[src/rtl/switch_irq_pkg.sv]
// Constants for the switch interrupt mask and ACL event block.
// Assumes a 32-bit APB master; register indices are scaled by four into byte addresses.
package switch_irq_pkg;
    localparam int ADDR_W = 12;
    localparam int DATA_W = 32;
    localparam int LINK_PORTS = 4;
    localparam int ACL_PORTS = 5;
    localparam int FIELD_W = 5;
    localparam int REG_W = 8;
    // Register indices as printed, byte address is four times the index
    localparam logic [ADDR_W-1:0] IDX_INT_STATUS = 12'h07C;
    localparam logic [ADDR_W-1:0] IDX_INT_MASK = 12'h07D;
    localparam logic [ADDR_W-1:0] IDX_ACL_FLAGS = 12'h07E;
    localparam logic [ADDR_W-1:0] IDX_ACL_ENABLES = 12'h07F;
    localparam logic [ADDR_W-1:0] ADDR_INT_STATUS = IDX_INT_STATUS << 2;
    localparam logic [ADDR_W-1:0] ADDR_INT_MASK = IDX_INT_MASK << 2;
    localparam logic [ADDR_W-1:0] ADDR_ACL_FLAGS = IDX_ACL_FLAGS << 2;
    localparam logic [ADDR_W-1:0] ADDR_ACL_ENABLES = IDX_ACL_ENABLES << 2;
    // Field positions
    localparam int PORT1_BIT = 0;
    localparam int PORT4_BIT = 3;
    localparam int WAKE_BIT = 4;
    // Reset values
    localparam logic [FIELD_W-1:0] STATUS_RESET = 5'h00;
    localparam logic [FIELD_W-1:0] MASK_RESET = 5'h00;
    localparam logic [ACL_PORTS-1:0] ACL_FLAGS_RESET = 5'h00;
    localparam logic [ACL_PORTS-1:0] ACL_ENABLES_RESET = 5'h00;
    localparam logic [DATA_W-1:0] RDATA_RESET = 32'h00000000;
endpackage

[src/rtl/switch_irq_ctrl.sv]
// Interrupt status, mask and ACL event registers of a five-port switch, on APB.
// Assumes link, wake and ACL inputs are synchronous to CLK_IN; zero-wait APB slave.
//
// Implementation choice: the APB interface to the registers.
`timescale 1ns/1ps
`default_nettype none
module switch_irq_ctrl
    import switch_irq_pkg::*;
(
    // Clock and reset
    input wire logic CLK_IN,
    input wire logic RESET_IN,
    // APB slave
    input wire logic PSEL_IN,
    input wire logic PENABLE_IN,
    input wire logic PWRITE_IN,
    input wire logic [ADDR_W-1:0] PADDR_IN,
    input wire logic [DATA_W-1:0] PWDATA_IN,
    output logic [DATA_W-1:0] PRDATA_OUT,
    output logic PREADY_OUT,
    output logic PSLVERR_OUT,
    // Event sources
    input wire logic [LINK_PORTS-1:0] LINK_UP_IN,
    input wire logic WAKE_EVENT_IN,
    input wire logic [ACL_PORTS-1:0] ACL_EVENT_IN,
    // Interrupt request
    output logic IRQ_OUT
);

    logic [FIELD_W-1:0] interrupt_status;
    logic [FIELD_W-1:0] interrupt_enable_mask;
    logic [ACL_PORTS-1:0] acl_event_flag_field;
    logic [ACL_PORTS-1:0] acl_event_enable_field;
    logic [LINK_PORTS-1:0] link_prev;
    logic primed;
    logic [LINK_PORTS-1:0] link_change;
    logic [FIELD_W-1:0] status_set;
    logic [FIELD_W-1:0] status_clr;
    logic [ACL_PORTS-1:0] acl_clr;
    logic setup_phase;
    logic access_phase;
    logic wr_en;
    logic hit_status;
    logic hit_mask;
    logic hit_acl_flags;
    logic hit_acl_en;
    logic mapped;
    logic [DATA_W-1:0] next_rdata;

    assign setup_phase = PSEL_IN && !PENABLE_IN;
    assign access_phase = PSEL_IN && PENABLE_IN;
    assign wr_en = access_phase && PWRITE_IN;

    // Address decode
    always_comb begin
        hit_status = 1'b0;
        hit_mask = 1'b0;
        hit_acl_flags = 1'b0;
        hit_acl_en = 1'b0;
        if (PADDR_IN == ADDR_INT_STATUS) begin
            hit_status = 1'b1;
        end else if (PADDR_IN == ADDR_INT_MASK) begin
            hit_mask = 1'b1;
        end else if (PADDR_IN == ADDR_ACL_FLAGS) begin
            hit_acl_flags = 1'b1;
        end else if (PADDR_IN == ADDR_ACL_ENABLES) begin
            hit_acl_en = 1'b1;
        end
    end

    assign mapped = hit_status || hit_mask || hit_acl_flags || hit_acl_en;

    // Zero wait state; every access ends in its first access cycle
    assign PREADY_OUT = 1'b1;
    assign PSLVERR_OUT = access_phase && !mapped;

    // Link history is only trusted one cycle after reset, so a link
    // already up at release does not raise a spurious change
    always_ff @(posedge CLK_IN) begin
        if (RESET_IN) begin
            link_prev <= '0;
            primed <= 1'b0;
        end else begin
            link_prev <= LINK_UP_IN;
            primed <= 1'b1;
        end
    end

    assign link_change = primed ? (LINK_UP_IN ^ link_prev) : '0;

    genvar g;
    generate
        for (g = 0; g < LINK_PORTS; g++) begin : g_port
            assign status_set[g] = link_change[g];
            assign status_clr[g] = wr_en && hit_status && PWDATA_IN[g];
        end
    endgenerate

    assign status_set[WAKE_BIT] = WAKE_EVENT_IN;
    assign status_clr[WAKE_BIT] = wr_en && hit_status && PWDATA_IN[WAKE_BIT];

    // sticky status, write-one-to-clear
    // Set wins over a clear landing in the same cycle, so no event is lost
    always_ff @(posedge CLK_IN) begin
        if (RESET_IN) begin
            interrupt_status <= STATUS_RESET;
        end else begin
            interrupt_status <= (interrupt_status & ~status_clr) | status_set;
        end
    end

    always_ff @(posedge CLK_IN) begin
        if (RESET_IN) begin
            interrupt_enable_mask <= MASK_RESET;
        end else if (wr_en && hit_mask) begin
            interrupt_enable_mask <= PWDATA_IN[FIELD_W-1:0];
        end
    end

    // ACL flags sticky
    // Flags are not writable as data; a written one only acknowledges
    assign acl_clr = (wr_en && hit_acl_flags) ? PWDATA_IN[ACL_PORTS-1:0] : '0;

    always_ff @(posedge CLK_IN) begin
        if (RESET_IN) begin
            acl_event_flag_field <= ACL_FLAGS_RESET;
        end else begin
            acl_event_flag_field <= (acl_event_flag_field & ~acl_clr) | ACL_EVENT_IN;
        end
    end

    always_ff @(posedge CLK_IN) begin
        if (RESET_IN) begin
            acl_event_enable_field <= ACL_ENABLES_RESET;
        end else if (wr_en && hit_acl_en) begin
            acl_event_enable_field <= PWDATA_IN[ACL_PORTS-1:0];
        end
    end

    // Read data captured in setup so it stands from a flop during access
    always_comb begin
        next_rdata = RDATA_RESET;
        if (hit_status) begin
            next_rdata[FIELD_W-1:0] = interrupt_status;
        end else if (hit_mask) begin
            next_rdata[FIELD_W-1:0] = interrupt_enable_mask;
        end else if (hit_acl_flags) begin
            next_rdata[ACL_PORTS-1:0] = acl_event_flag_field;
        end else if (hit_acl_en) begin
            next_rdata[ACL_PORTS-1:0] = acl_event_enable_field;
        end
    end

    always_ff @(posedge CLK_IN) begin
        if (RESET_IN) begin
            PRDATA_OUT <= RDATA_RESET;
        end else if (setup_phase && !PWRITE_IN) begin
            PRDATA_OUT <= next_rdata;
        end
    end

    // masked interrupt request
    // Registered so the pin never glitches on decode changes
    always_ff @(posedge CLK_IN) begin
        if (RESET_IN) begin
            IRQ_OUT <= 1'b0;
        end else begin
            IRQ_OUT <= |({interrupt_status & interrupt_enable_mask,
                          acl_event_flag_field & acl_event_enable_field});
        end
    end
endmodule
`default_nettype wire

[config.mk]
export PLATFORM = sky130hd
export DESIGN_NAME = switch_irq_ctrl
export DESIGN_NICKNAME = d
export VERILOG_FILES = /design/src/rtl/switch_irq_pkg.sv /design/src/rtl/switch_irq_ctrl.sv
export SDC_FILE = /design/constraint.sdc
export NUM_CORES = 1
export LEC_CHECK = 0
export BUFFER_PORTS_ARGS = -buffer_cell sky130_fd_sc_hd__buf_4
export CAP_MARGIN = 20
export CORE_ASPECT_RATIO = 0.8
export CORE_UTILIZATION = 41
export CTS_CLUSTER_DIAMETER = 150
export DETAILED_ROUTE_END_ITERATION = 10
export GPL_ROUTABILITY_DRIVEN = 0
export PLACE_DENSITY_LB_ADDON = 0.1
export SLEW_MARGIN = 15
export SYNTH_ARGS = -nofsm -noshare
export SYNTH_HDL_FRONTEND = slang
export SYNTH_SLANG_ARGS = --single-unit
[constraint.sdc]
create_clock -name CLK_IN -period 3.6 [get_ports CLK_IN]
set_clock_uncertainty 0.1 [all_clocks]
set_input_delay 0.9 -clock CLK_IN [delete_from_list [all_inputs] [get_ports CLK_IN]]
set_output_delay 0.9 -clock CLK_IN [all_outputs]
set_load 0.01 [all_outputs]
==> results of run 1 <==
-- routing by layer --
| metal | wire [um] | vias up | part of all wire | track usage |
|---|---|---|---|---|
| met5 | 0 | - | 0 | 0 |
| met3 | 421 | 8 | 0.11 | 0.0493 |
| li1 | - | 663 | - | - |
| met2 | 1740 | 93 | 0.46 | 0.307 |
| met1 | 1590 | 652 | 0.42 | 0.235 |
| met4 | 56 | 0 | 0.015 | 0.0824 |
-- placed cells by master, fill, tap and decap left out --
cell type,count
nor4_1,3
nand4b_1,6
nand4_1,5
o21ai_0,2
clkbuf_8,7
dfxtp_1,31
o41ai_2,2
or2_1,1
a31oi_1,2
nor2_1,11
nand3_1,1
conb_1,28
clkbuf_1,1
nand4bb_4,1
or4_1,1
nand2_1,7
inv_1,4
mux4_2,5
o311a_1,1
buf_4,39
xor2_1,4
nor3_1,5
a22oi_1,6
or3b_2,1
o21ai_1,10
o21a_1,1
a221oi_1,2
a21oi_1,14
nor4b_2,3
nor4_2,1
nand2b_1,2
nor2b_1,4
a22o_1,2
-- cell families after synthesis --
group           after synthesis  share of synthesized area
simple gates                 52                      0.206
buf+inv                      43                      0.169
compound gates               42                      0.163
flops                        31                      0.370
mux                           5                     0.0672
xor+xnor                      4                     0.0209
other cells                   2                    0.00448
-- worst max path at each step --
stage                                          to  slack (ns)  depth (start not counted)
after floorplan                       PSLVERR_OUT        1.07                          2
after global placement    acl_event_flag_field[2]        0.80                          5
after detailed placement      interrupt_status[0]        0.73                          5
after CTS                             PSLVERR_OUT        0.83                          4
after global routing                  PSLVERR_OUT        0.80                          4
final                                 PSLVERR_OUT        0.83                          4
-- stage by stage --
stage	hold slack (ns)	instances
after floorplan	0.345	205
after global placement	0.372	260
after detailed placement	0.386	260
after CTS	0.394	268
after global routing	0.415	268
final	0.391	268
-- registers in the layout, indices dropped and copies added, names as in the netlist --
name	flops
acl_event_flag_field	5
link_prev	4
interrupt_status	5
acl_event_enable_field	5
primed	1
IRQ_OUT	1
PRDATA_OUT	5
interrupt_enable_mask	5
-- report_power, final --
part           switching [uW]  internal [uW]
Combinational            53.1           44.1
Clock                     127            174
Sequential               9.56            355
Total                     190            573
-- worst max-delay path, delay by kind of cell --
family	cells	cell delay, ns
simple gates	1	0.27
compound gates	1	0.35
buf+inv	2	0.24
-- area by class of cell --
| cell class | instances | area [um^2] | area share |
|---|---|---|---|
| multi-input combinational | 131 | 871 | 0.442 |
| sequential | 31 | 621 | 0.315 |
| timing repair buffer | 39 | 293 | 0.149 |
| clock buffer | 8 | 100 | 0.0509 |
| tap | 55 | 68.8 | 0.0350 |
| inverter | 4 | 15.0 | 0.00763 |
==> key figures, run 1 <==
Clocking
  – CTS Hold Bufs: 0
  – Clock latency on the worst-skew pair: between 0.2 and 0.3 ns
  – Worst-path clk slew: around 0.060 ns
  – Clock tree sinks: 31
  – Clock Root Buffer: clkbuf_8
  – H-tree Lvls: 2
  – Cts repair resizes: 0
  – Max clock buf depth: 2
  – Setup repair bufs after CTS: 0
  – Total CTS buffers: 5
  – CTS tree: yes

Pwr
  – Worst vdd ir: ~0.25 mV
  – Pwr Total: 763 uW
  – Leakage: between 0.0007 and 0.0008 uW
  – Pwr/cell area: ~390 nW/um^2

Cells and area
  – Final instance area: a little under 2000 um^2
  – Layout filler cell count: between 300 and 400
  – Share of post-route cells with drive strength above 1: 0.277
  – Post-layout nets: around 270
  – Layout area overhead: 17.4%
  – Diode count: 0
  – Final core utilization: 0.511

Placed design
  – Port bufs: 38
  – Pre-CTS setup slack: 0.733 ns
  – Placed cell areas: between 1500 and 2000 um^2
  – Dpl hpwl: between 2000 and 3000 um

STA
  – Final setup violation count: 0
  – Worst Tran Pin Value: between 0.7 and 0.8 ns
  – FMAX: around 360 MHz
  – Fin. max-slew vios: 0
  – Fin. Hold Viols: 0
  – RSZ-0062 raised after global routing: no
  – Crit path time final: roughly 2.8 ns
  – TNS Setup: 0 ns
  – Slew HR: 0.502
  – Fin worst setup slack: roughly 0.83 ns
  – Share of the clock period used by the worst path: 0.768

Synthesis
  – Ys async rst share: 0
  – Ys Warns: 0
  – Distinct cell type count after synthesis: 35
  – Post-synth top area share: 0.370
  – EDFF count, synth: 0
  – Syn Inst Count: roughly 180
  – Post-synthesis sequential area ratio: 0.370
  – Ranking of synthesized cells by area: dfxtp_1 (37%), buf_4 (13%), mux4_2 (6.7%)
  – Synth Register Bits: 31
  – Top-count cell post-synth: dfxtp_1
  – Commonest cells post-synth: dfxtp_1 (31), buf_4 (28), a21oi_1 (14), nor2_1 (11), o21ai_1 (10)
  – Avg Cell Area, Syn: approximately 9.4 um^2
  – Main synth FF type: dfxtp_1
  – Yosys top cell by area: dfxtp_1
  – Syn Std Cell Area: 1680 um^2

Critical path
  – CP Max Fanout: 4
  – Worst r2r src: interrupt_status[0]
  – Worst setup SP type: input pin
  – Most used cell, CP: buf_4
  – Worst-path cell with the longest stage delay: o311a_1
  – Crit path largest cell delay: ~0.35 ns
  – Critical path origin: PADDR_IN[11]
  – CP cell instances: buf_4 -> or2_1 -> o311a_1 -> buf_4
  – Register-to-Register Path Depth: 3
  – Slack of the worst reg-to-reg path: between 2 and 2.5 ns
  – Critical Path RT: roughly 2.6 ns
  – Crit path kind: input pin to primary output
  – CP endpoint kind: primary output
  – Reg2Reg Capture Point: PRDATA_OUT[0]
  – Crit path DAT: 1.77 ns

GRT
  – Largest net degree at the start of global routing: 31
  – First-pass GRT wire length: ~5900 um
  – Initial antenna violation count: 0
  – Vias in the first global route: between 1000 and 1500
  – Aggregate global routing overflow: 0
  – Total Routing Usage GR: 0.188

Routing
  – Post-DRT Antenna Nets: 0
  – Number of detailed-route iterations in the first pass: 4
  – Final wirelength: about 3800 um
  – Initial DRC Count: a little under 60
  – WL/cell: between 10 and 15 um
  – DRC violations left: 0
  – Via-to-Cell Ratio: approximately 5.3
  – DR vias: roughly 1400

Floorplan
  – FP Rows: 20
  – Starting Density: 0.435
  – Die H: just under 60 um
  – DIE AREA: around 4400 um^2
  – IO Pins: 94
  – CORE AREA: 3850 um^2
  – Die Wd: about 73 um

Status
  – Status: completed

Worst hold path
  – Hold Crit Class: flop to flop
  – Hold Path End: interrupt_status[3]
  – Hold Startpoint: interrupt_status[3]
  – Hold depth: 2

Job
  – Max_cap viols: 0
Note: power is estimated with default switching activity, not from simulation.
==> inputs of run 2 (changes only) <==
--- a/config.mk
+++ b/config.mk
@@ -5,6 +5,7 @@
 export SDC_FILE = /design/constraint.sdc
 export NUM_CORES = 1
 export LEC_CHECK = 0
+export ABC_AREA = 1
 export BUFFER_PORTS_ARGS = -buffer_cell sky130_fd_sc_hd__buf_4
 export CAP_MARGIN = 20
 export CORE_ASPECT_RATIO = 0.8
==> constraint.sdc (replaced) <==
create_clock -name CLK_IN -period 2.2 [get_ports CLK_IN]
set_clock_uncertainty 0.1 [all_clocks]
set_input_delay 0.55 -clock CLK_IN [delete_from_list [all_inputs] [get_ports CLK_IN]]
set_output_delay 0.55 -clock CLK_IN [all_outputs]
set_load 0.01 [all_outputs]
==> run 2 against run 1 <==
Flip-flop and latch count stayed put. Cell area rose by 12%. Largest power group unchanged. Clock power increased by 93%. Critical path type unchanged. Sequential power increased by 65%. Routed wire length is 4.4% higher.
==> key figures, run 2 <==
Clocking
  – Total CTS buffers: 5 (unchanged)
  – H-tree Lvls: 2 (unchanged)
  – Clock tree sinks: 31 (unchanged)
  – Clock Root Buffer: clkbuf_8
  – Worst-path clk slew: 0.07 ns (about the same)
  – Max clock buf depth: 2 (unchanged)
  – Clock latency on the worst-skew pair: 0.29 ns (about the same)
  – Setup repair bufs after CTS: 0 (unchanged)
  – CTS tree: yes
  – CTS Hold Bufs: 0 (unchanged)
  – Cts repair resizes: 0 (unchanged)

Routing
  – DR top layer: met4
  – Routed wl met3: 335 um (-20%)
  – WL/cell: 11.2 um (-21%)
  – WL met1: 1810 um (+14%)
  – Number of detailed-route iterations in the first pass: 4 (unchanged)
  – Via-to-Cell Ratio: 4.66 (-12%)
  – Final wirelength: 3980 um (+4.4%)
  – Initial DRC Count: 124 (+110%)
  – DR vias: 1655 (+17%)
  – Post-DRT Antenna Nets: 0 (unchanged)
  – Met2 wire len: 1780 um (+1.8%)
  – DRC violations left: 0 (unchanged)

GRT
  – Aggregate global routing overflow: 0 (unchanged)
  – Vias in the first global route: 1439 (+15%)
  – Total Routing Usage GR: 0.183 (-0.00510)
  – Initial antenna violation count: 0 (unchanged)
  – First-pass GRT wire length: 6710 um (+13%)
  – Largest net degree at the start of global routing: 23 (-26%)

Synthesis
  – Post-synthesis sequential area ratio: 0.334 (-0.0366)
  – Distinct cell type count after synthesis: 23 (-34%)
  – Top-count cell post-synth: nand2_1
  – Avg Cell Area, Syn: 7.24 um^2 (-23%)
  – Post-synth top area share: 0.334 (-0.0366)
  – Yosys top cell by area: dfxtp_1
  – Ranking of synthesized cells by area: dfxtp_1 (33%), buf_4 (11%), nand2_1 (11%)
  – Synth Register Bits: 31 (unchanged)
  – Main synth FF type: dfxtp_1
  – Ys Warns: 0 (unchanged)
  – Syn Std Cell Area: 1860 um^2 (+11%)
  – EDFF count, synth: 0 (unchanged)
  – Commonest cells post-synth: nand2_1 (56), nor2_1 (35), dfxtp_1 (31), buf_4 (28), nand3_1 (26)
  – Syn Inst Count: 257 (+44%)
  – Ys async rst share: 0 (unchanged)

Pwr
  – Worst vdd ir: 0.337 mV (+32%)
  – Sw Share: 0.246 (-0.00285)
  – Leakage: 0.00116 uW (+48%)
  – Clock power share: 0.428 (+0.033)
  – P_sw: 333 uW (+76%)
  – Pwr/cell area: 617 nW/um^2 (+59%)
  – Pint: 1020 uW (+78%)
  – Combinational fraction of design power: 0.129 (+0.002)
  – Sequential power share: 0.443 (-0.035)

Floorplan
  – Die H: 62.3 um (+5.2%)
  – IO Pins: 94 (unchanged)
  – DIE AREA: 4810 um^2 (+11%)
  – Die Wd: 77.3 um (+5.2%)
  – CORE AREA: 4260 um^2 (+10%)
  – Starting Density: 0.437 (+0.00203)
  – FP Rows: 21 (+5.0%)

Job
  – Max_cap viols: 0 (unchanged)

Critical path
  – CP endpoint kind: primary output
  – Critical path's top delay family: simple AND/OR/NAND/NOR gates
  – Crit path DAT: 1.22 ns (-0.55 ns)
  – Buffers plus inverters on the worst setup path: 3 (+1)
  – Register-to-Register Path Depth: 4 (+1)
  – Crit path largest cell delay: 0.13 ns (-0.22 ns)
  – Worst setup SP type: input pin
  – Critical Path RT: 1.55 ns (-1.05 ns)
  – CP cell instances: buf_4 -> nor2_4 -> nand2_4 -> nor2_8 -> nand2_1 -> nand3_1 -> inv_1 -> buf_4
  – Levels on crit path: 8 (+4)
  – CP Max Fanout: 2 (-2)
  – Crit path kind: input pin to primary output
  – Worst-path cell with the longest stage delay: buf_4
  – Most used cell, CP: buf_4

Cells and area
  – Sequential Area: 621 um^2 (unchanged)
  – Post-layout nets: 356 (+31%)
  – Commonest cells after routing, fill and taps aside: nand2_1 (56), buf_4 (39), nor2_1 (35)
  – Diode count: 0 (unchanged)
  – Commonest non-fill, non-tap cell in the layout: nand2_1
  – Layout area overhead: 18.2%
  – Multi-input gate area: 996 um^2 (+14%)
  – Share of post-route cells with drive strength above 1: 0.238 (-0.0387)
  – Layout filler cell count: 454 (+24%)

Placed design
  – Port bufs: 38 (unchanged)
  – Dpl hpwl: 2900 um (+1.5%)

STA
  – Crit path time final: between 1.5 and 2 ns
  – Final setup violation count: 0 (unchanged)
  – FMAX: 535 MHz
  – RSZ-0062 raised after global routing: no
  – Fin. max-slew vios: 0 (unchanged)
  – Fin. Hold Viols: 0 (unchanged)
  – Final hold slack: 0.375 ns (-0.0157 ns)
  – Share of the clock period used by the worst path: 0.849
  – TNS Setup: 0 ns (unchanged)

Worst hold path
  – Hold depth: 2 (unchanged)
  – Hold Crit Class: flop to flop

Status
  – Status: completed
[run 2: final cells by class]
class                   count  share of cell area
clock inverters             2              0.0159
inverters                  26              0.0455
clock buffers               6              0.0376
flip-flops and latches     31               0.282
well taps                  57              0.0324
repair buffers             39               0.133
multi-input cells         194               0.453
[run 2: worst paths after layout]
path | startpoint | endpoint | slack (ns)
hold / removal | interrupt_status[1] | interrupt_status[1] | 0.38
setup / recovery | PADDR_IN[11] | PSLVERR_OUT | 0.33
setup reg to reg | interrupt_status[0] | IRQ_OUT | 1.08
hold reg to reg | interrupt_status[1] | interrupt_status[1] | 0.38
[run 2: per-layer routing]
| layer | GRT usage | vias up |
|---|---|---|
| li1 | - | 833 |
| met1 | 0.243 | 746 |
| met2 | 0.280 | 69 |
| met3 | 0.0544 | 7 |
| met4 | 0.0637 | 0 |
| met5 | 0 | - |
[run 2: kinds of logic (layout without fill, tap and decap cells)]
kind of cell	after synthesis	after routing	synth area share
buffers and inverters	58	73	0.184
other	2	28	0.00404
flip-flops	31	31	0.334
AND/OR/NAND/NOR	146	146	0.416
XOR/XNOR	4	4	0.0188
AO/OA/AOI/OAI	16	16	0.0444
[run 2: through the flow]
stage | std cells | total power, uW | setup WS [ns] | area, um^2 | util
2_1_floorplan | 283 | 744 | 0.357 | 1960 | -
3_3_place_gp | 347 | 786 | 0.319 | 2080 | 0.489
3_5_place_dp | 347 | 789 | 0.311 | 2080 | 0.489
4_1_cts | 355 | 1370 | 0.321 | 2200 | 0.516
5_1_grt | 355 | 1420 | 0.276 | 2200 | 0.516
6_report | 355 | 1360 | 0.332 | 2200 | 0.516
[run 2: power groups by stage]
stage | logic [uW] | registers, uW | clock network [uW]
floorplan | 133 | 611 | 0
global placement | 174 | 613 | 0
detailed placement | 175 | 613 | 0
CTS | 176 | 601 | 593
global route | 196 | 603 | 622
finish | 175 | 601 | 580
[run 2: worst register-to-register path, delay by kind of cell (launching register included)]
family / cells / cell delay (ns)
AND/OR/NAND/NOR: 2 / 0.21
buffers and inverters: 1 / 0.04
flip-flops: 1 / 0.33
AO/OA/AOI/OAI: 1 / 0.34
==> inputs of run 3 (changes only) <==
--- a/config.mk
+++ b/config.mk
@@ -5,7 +5,7 @@
 export SDC_FILE = /design/constraint.sdc
 export NUM_CORES = 1
 export LEC_CHECK = 0
-export ABC_AREA = 1
+export ABC_AREA = 0
 export BUFFER_PORTS_ARGS = -buffer_cell sky130_fd_sc_hd__buf_4
 export CAP_MARGIN = 20
 export CORE_ASPECT_RATIO = 0.8
==> constraint.sdc (replaced) <==
create_clock -name CLK_IN -period 1.8 [get_ports CLK_IN]
set_clock_uncertainty 0.1 [all_clocks]
set_input_delay 0.45 -clock CLK_IN [delete_from_list [all_inputs] [get_ports CLK_IN]]
set_output_delay 0.45 -clock CLK_IN [all_outputs]
set_load 0.01 [all_outputs]
==> run 3 against run 2 <==
The run now ends with negative setup slack left. Core utilization is 2.1 points higher. Worst setup slack worse by 0.45 ns. Register-to-register slack got worse by 0.54 ns. Clock power shrank 13%. Critical path type unchanged. Die area shrank 9.6%. Worst hold slack got worse by 0.085 ns. Critical endpoint unchanged.
==> key figures, run 3 (same netlist as run 1, synthesis figures left out) <==
Cells and area
  – Share of post-route cells with drive strength above 1: 0.317 (+0.0787)
  – Finished Layout Cells: 279 (-21%)
  – Multi-input gate area: 888 um^2 (-11%)
  – Layout area overhead: 23.6%
  – Diode count: 0 (unchanged)
  – Commonest non-fill, non-tap cell in the layout: buf_4
  – Post-layout nets: 282 (-21%)
  – Sequential Area: 621 um^2 (unchanged)
  – Final instance area: 2070 um^2 (-5.7%)
  – Layout filler cell count: 365 (-20%)
  – Final core utilization: 0.538 (+0.0212)
  – Commonest cells after routing, fill and taps aside: buf_4 (44), dfxtp_1 (31), conb_1 (28)

Routing
  – DR vias: 1432 (-13%)
  – Final wirelength: 3840 um (-3.6%)
  – Initial DRC Count: 38 (-69%)
  – Number of detailed-route iterations in the first pass: 4 (unchanged)
  – DRC violations left: 0 (unchanged)
  – Via-to-Cell Ratio: 5.13 (+10%)
  – WL/cell: 13.8 um (+23%)
  – Post-DRT Antenna Nets: 0 (unchanged)

Placed design
  – Dpl cells: 269 (-22%)
  – Dpl hpwl: 2750 um (-5.1%)
  – Port bufs: 38 (unchanged)
  – Placed cell areas: 1940 um^2 (-7.0%)

STA
  – FMAX: 521 MHz
  – TNS Setup: -0.127 ns (-0.127 ns)
  – Final setup violation count: 2 (+2)
  – Final hold slack: 0.291 ns (-0.0846 ns)
  – Fin. max-slew vios: 0 (unchanged)
  – RSZ-0062 raised after global routing: yes
  – Share of the clock period used by the worst path: 1.07
  – Crit path time final: slightly below 2 ns
  – Fin worst setup slack: -0.120 ns (-0.452 ns)
  – Fin. Hold Viols: 0 (unchanged)

Clocking
  – CTS Hold Bufs: 0 (unchanged)
  – Total CTS buffers: 5 (unchanged)
  – Worst-path clk slew: 0.06 ns (about the same)
  – Max clock buf depth: 2 (unchanged)
  – Clock latency on the worst-skew pair: 0.28 ns (about the same)
  – Clock Root Buffer: clkbuf_8
  – CTS tree: yes
  – H-tree Lvls: 2 (unchanged)
  – Clock tree sinks: 31 (unchanged)

Critical path
  – Critical Path RT: 1.25 ns (-0.30 ns)
  – Reg2Reg Capture Point: PRDATA_OUT[0]
  – Worst r2r src: interrupt_status[0]
  – Crit path kind: input pin to primary output
  – CP cell instances: buf_6 -> nand4b_1 -> buf_4 -> o311a_1 -> buf_6
  – Worst setup SP type: input pin
  – Slack of the worst reg-to-reg path: 0.54 ns (-0.54 ns)
  – Critical path origin: PADDR_IN[9]
  – Crit path DAT: 1.37 ns (+0.15 ns)
  – Most used cell, CP: buf_6
  – Crit path largest cell delay: 0.34 ns (+0.21 ns)
  – Register-to-Register Path Depth: 3 (-1)
  – CP Max Fanout: 2 (unchanged)
  – Worst-path cell with the longest stage delay: o311a_1
  – CP endpoint kind: primary output

GRT
  – Total Routing Usage GR: 0.186 (+0.00307)
  – Vias in the first global route: 1256 (-13%)
  – Largest net degree at the start of global routing: 31 (+35%)
  – Aggregate global routing overflow: 0 (unchanged)
  – Initial antenna violation count: 0 (unchanged)
  – First-pass GRT wire length: 5950 um (-11%)

Floorplan
  – Die H: 59.2 um (-4.9%)
  – FP Rows: 20 (-4.8%)
  – Starting Density: 0.435 (-0.00203)
  – CORE AREA: 3850 um^2 (-9.5%)
  – IO Pins: 94 (unchanged)
  – DIE AREA: 4350 um^2 (-9.6%)
  – Die Wd: 73.5 um (-4.9%)

Status
  – Failing checks: negative setup slack
  – Status: complete, but fails checks

Worst hold path
  – Hold Crit Class: input pin to flop
  – Hold Startpoint: WAKE_EVENT_IN
  – Hold depth: 2 (unchanged)
  – Hold Path End: interrupt_status[4]

Pwr
  – Worst vdd ir: 0.308 mV (-8.6%)
  – Leakage: 0.000846 uW (-27%)
  – Pwr/cell area: 698 nW/um^2 (+13%)

Job
  – Max_cap viols: 0 (unchanged)
-- run 3: cell types whose count changed in the layout (fill, tap and decap cells not counted), moves of 6 or more --
cell	before	now
nand2_1	56	7
nand3_1	26	1
nor2_1	35	11
inv_1	19	4
o21ai_1	0	10
nand4_1	12	5
nor2_4	7	0
a22oi_1	0	6
buf_6	0	6
inv_2	6	0
nand4b_1	0	6
-- run 3: critical path, delay by kind of cell --
family                 cells  cell delay, ns
AOI/OAI and AO/OA          1            0.34
buffers and inverters      3            0.38
and+or+nand+nor            1            0.19
-- run 3: stage by stage --
| step | power [uW] | worst slack (ns) |
|---|---|---|
| final | 1450 | -0.120 |
| after floorplan | 893 | -0.0940 |
| after global placement | 940 | -0.298 |
| after global routing | 1530 | -0.150 |
| after detailed placement | 945 | -0.325 |
| after CTS | 1460 | -0.120 |
-- run 3: how the worst max path moves through the flow --
stage,depth (start not counted),end
after floorplan,5,acl_event_flag_field[1]
after global placement,6,acl_event_flag_field[4]
after detailed placement,6,acl_event_flag_field[1]
after CTS,5,PSLVERR_OUT
after global routing,5,PSLVERR_OUT
final,5,PSLVERR_OUT
-- run 3: metal layers --
metal  GRT usage  share of wire
met5           0              0
met2       0.301           0.46
met3      0.0663          0.085
met4      0.0577         0.0042
met1       0.233           0.45
-- run 3: final cells by class --
type,count,share of cell area
clock buffer,7,0.0368
clock inverter,1,0.00242
inverter,4,0.00725
multi-input combinational,131,0.429
sequential,31,0.300
tap,55,0.0332
timing repair buffer,50,0.192
-- run 3: what timing repair did --
action,4_1_cts,5_1_grt
endpoints found under the setup margin,7,7
pin swaps,3,0
gates resized for setup,7,2
setup buffers,2,0
-- run 3: report_power, final --
part	internal [uW]	switching [uW]
registers	710	18.9
clock network	271	236
logic	101	110
total	1080	365
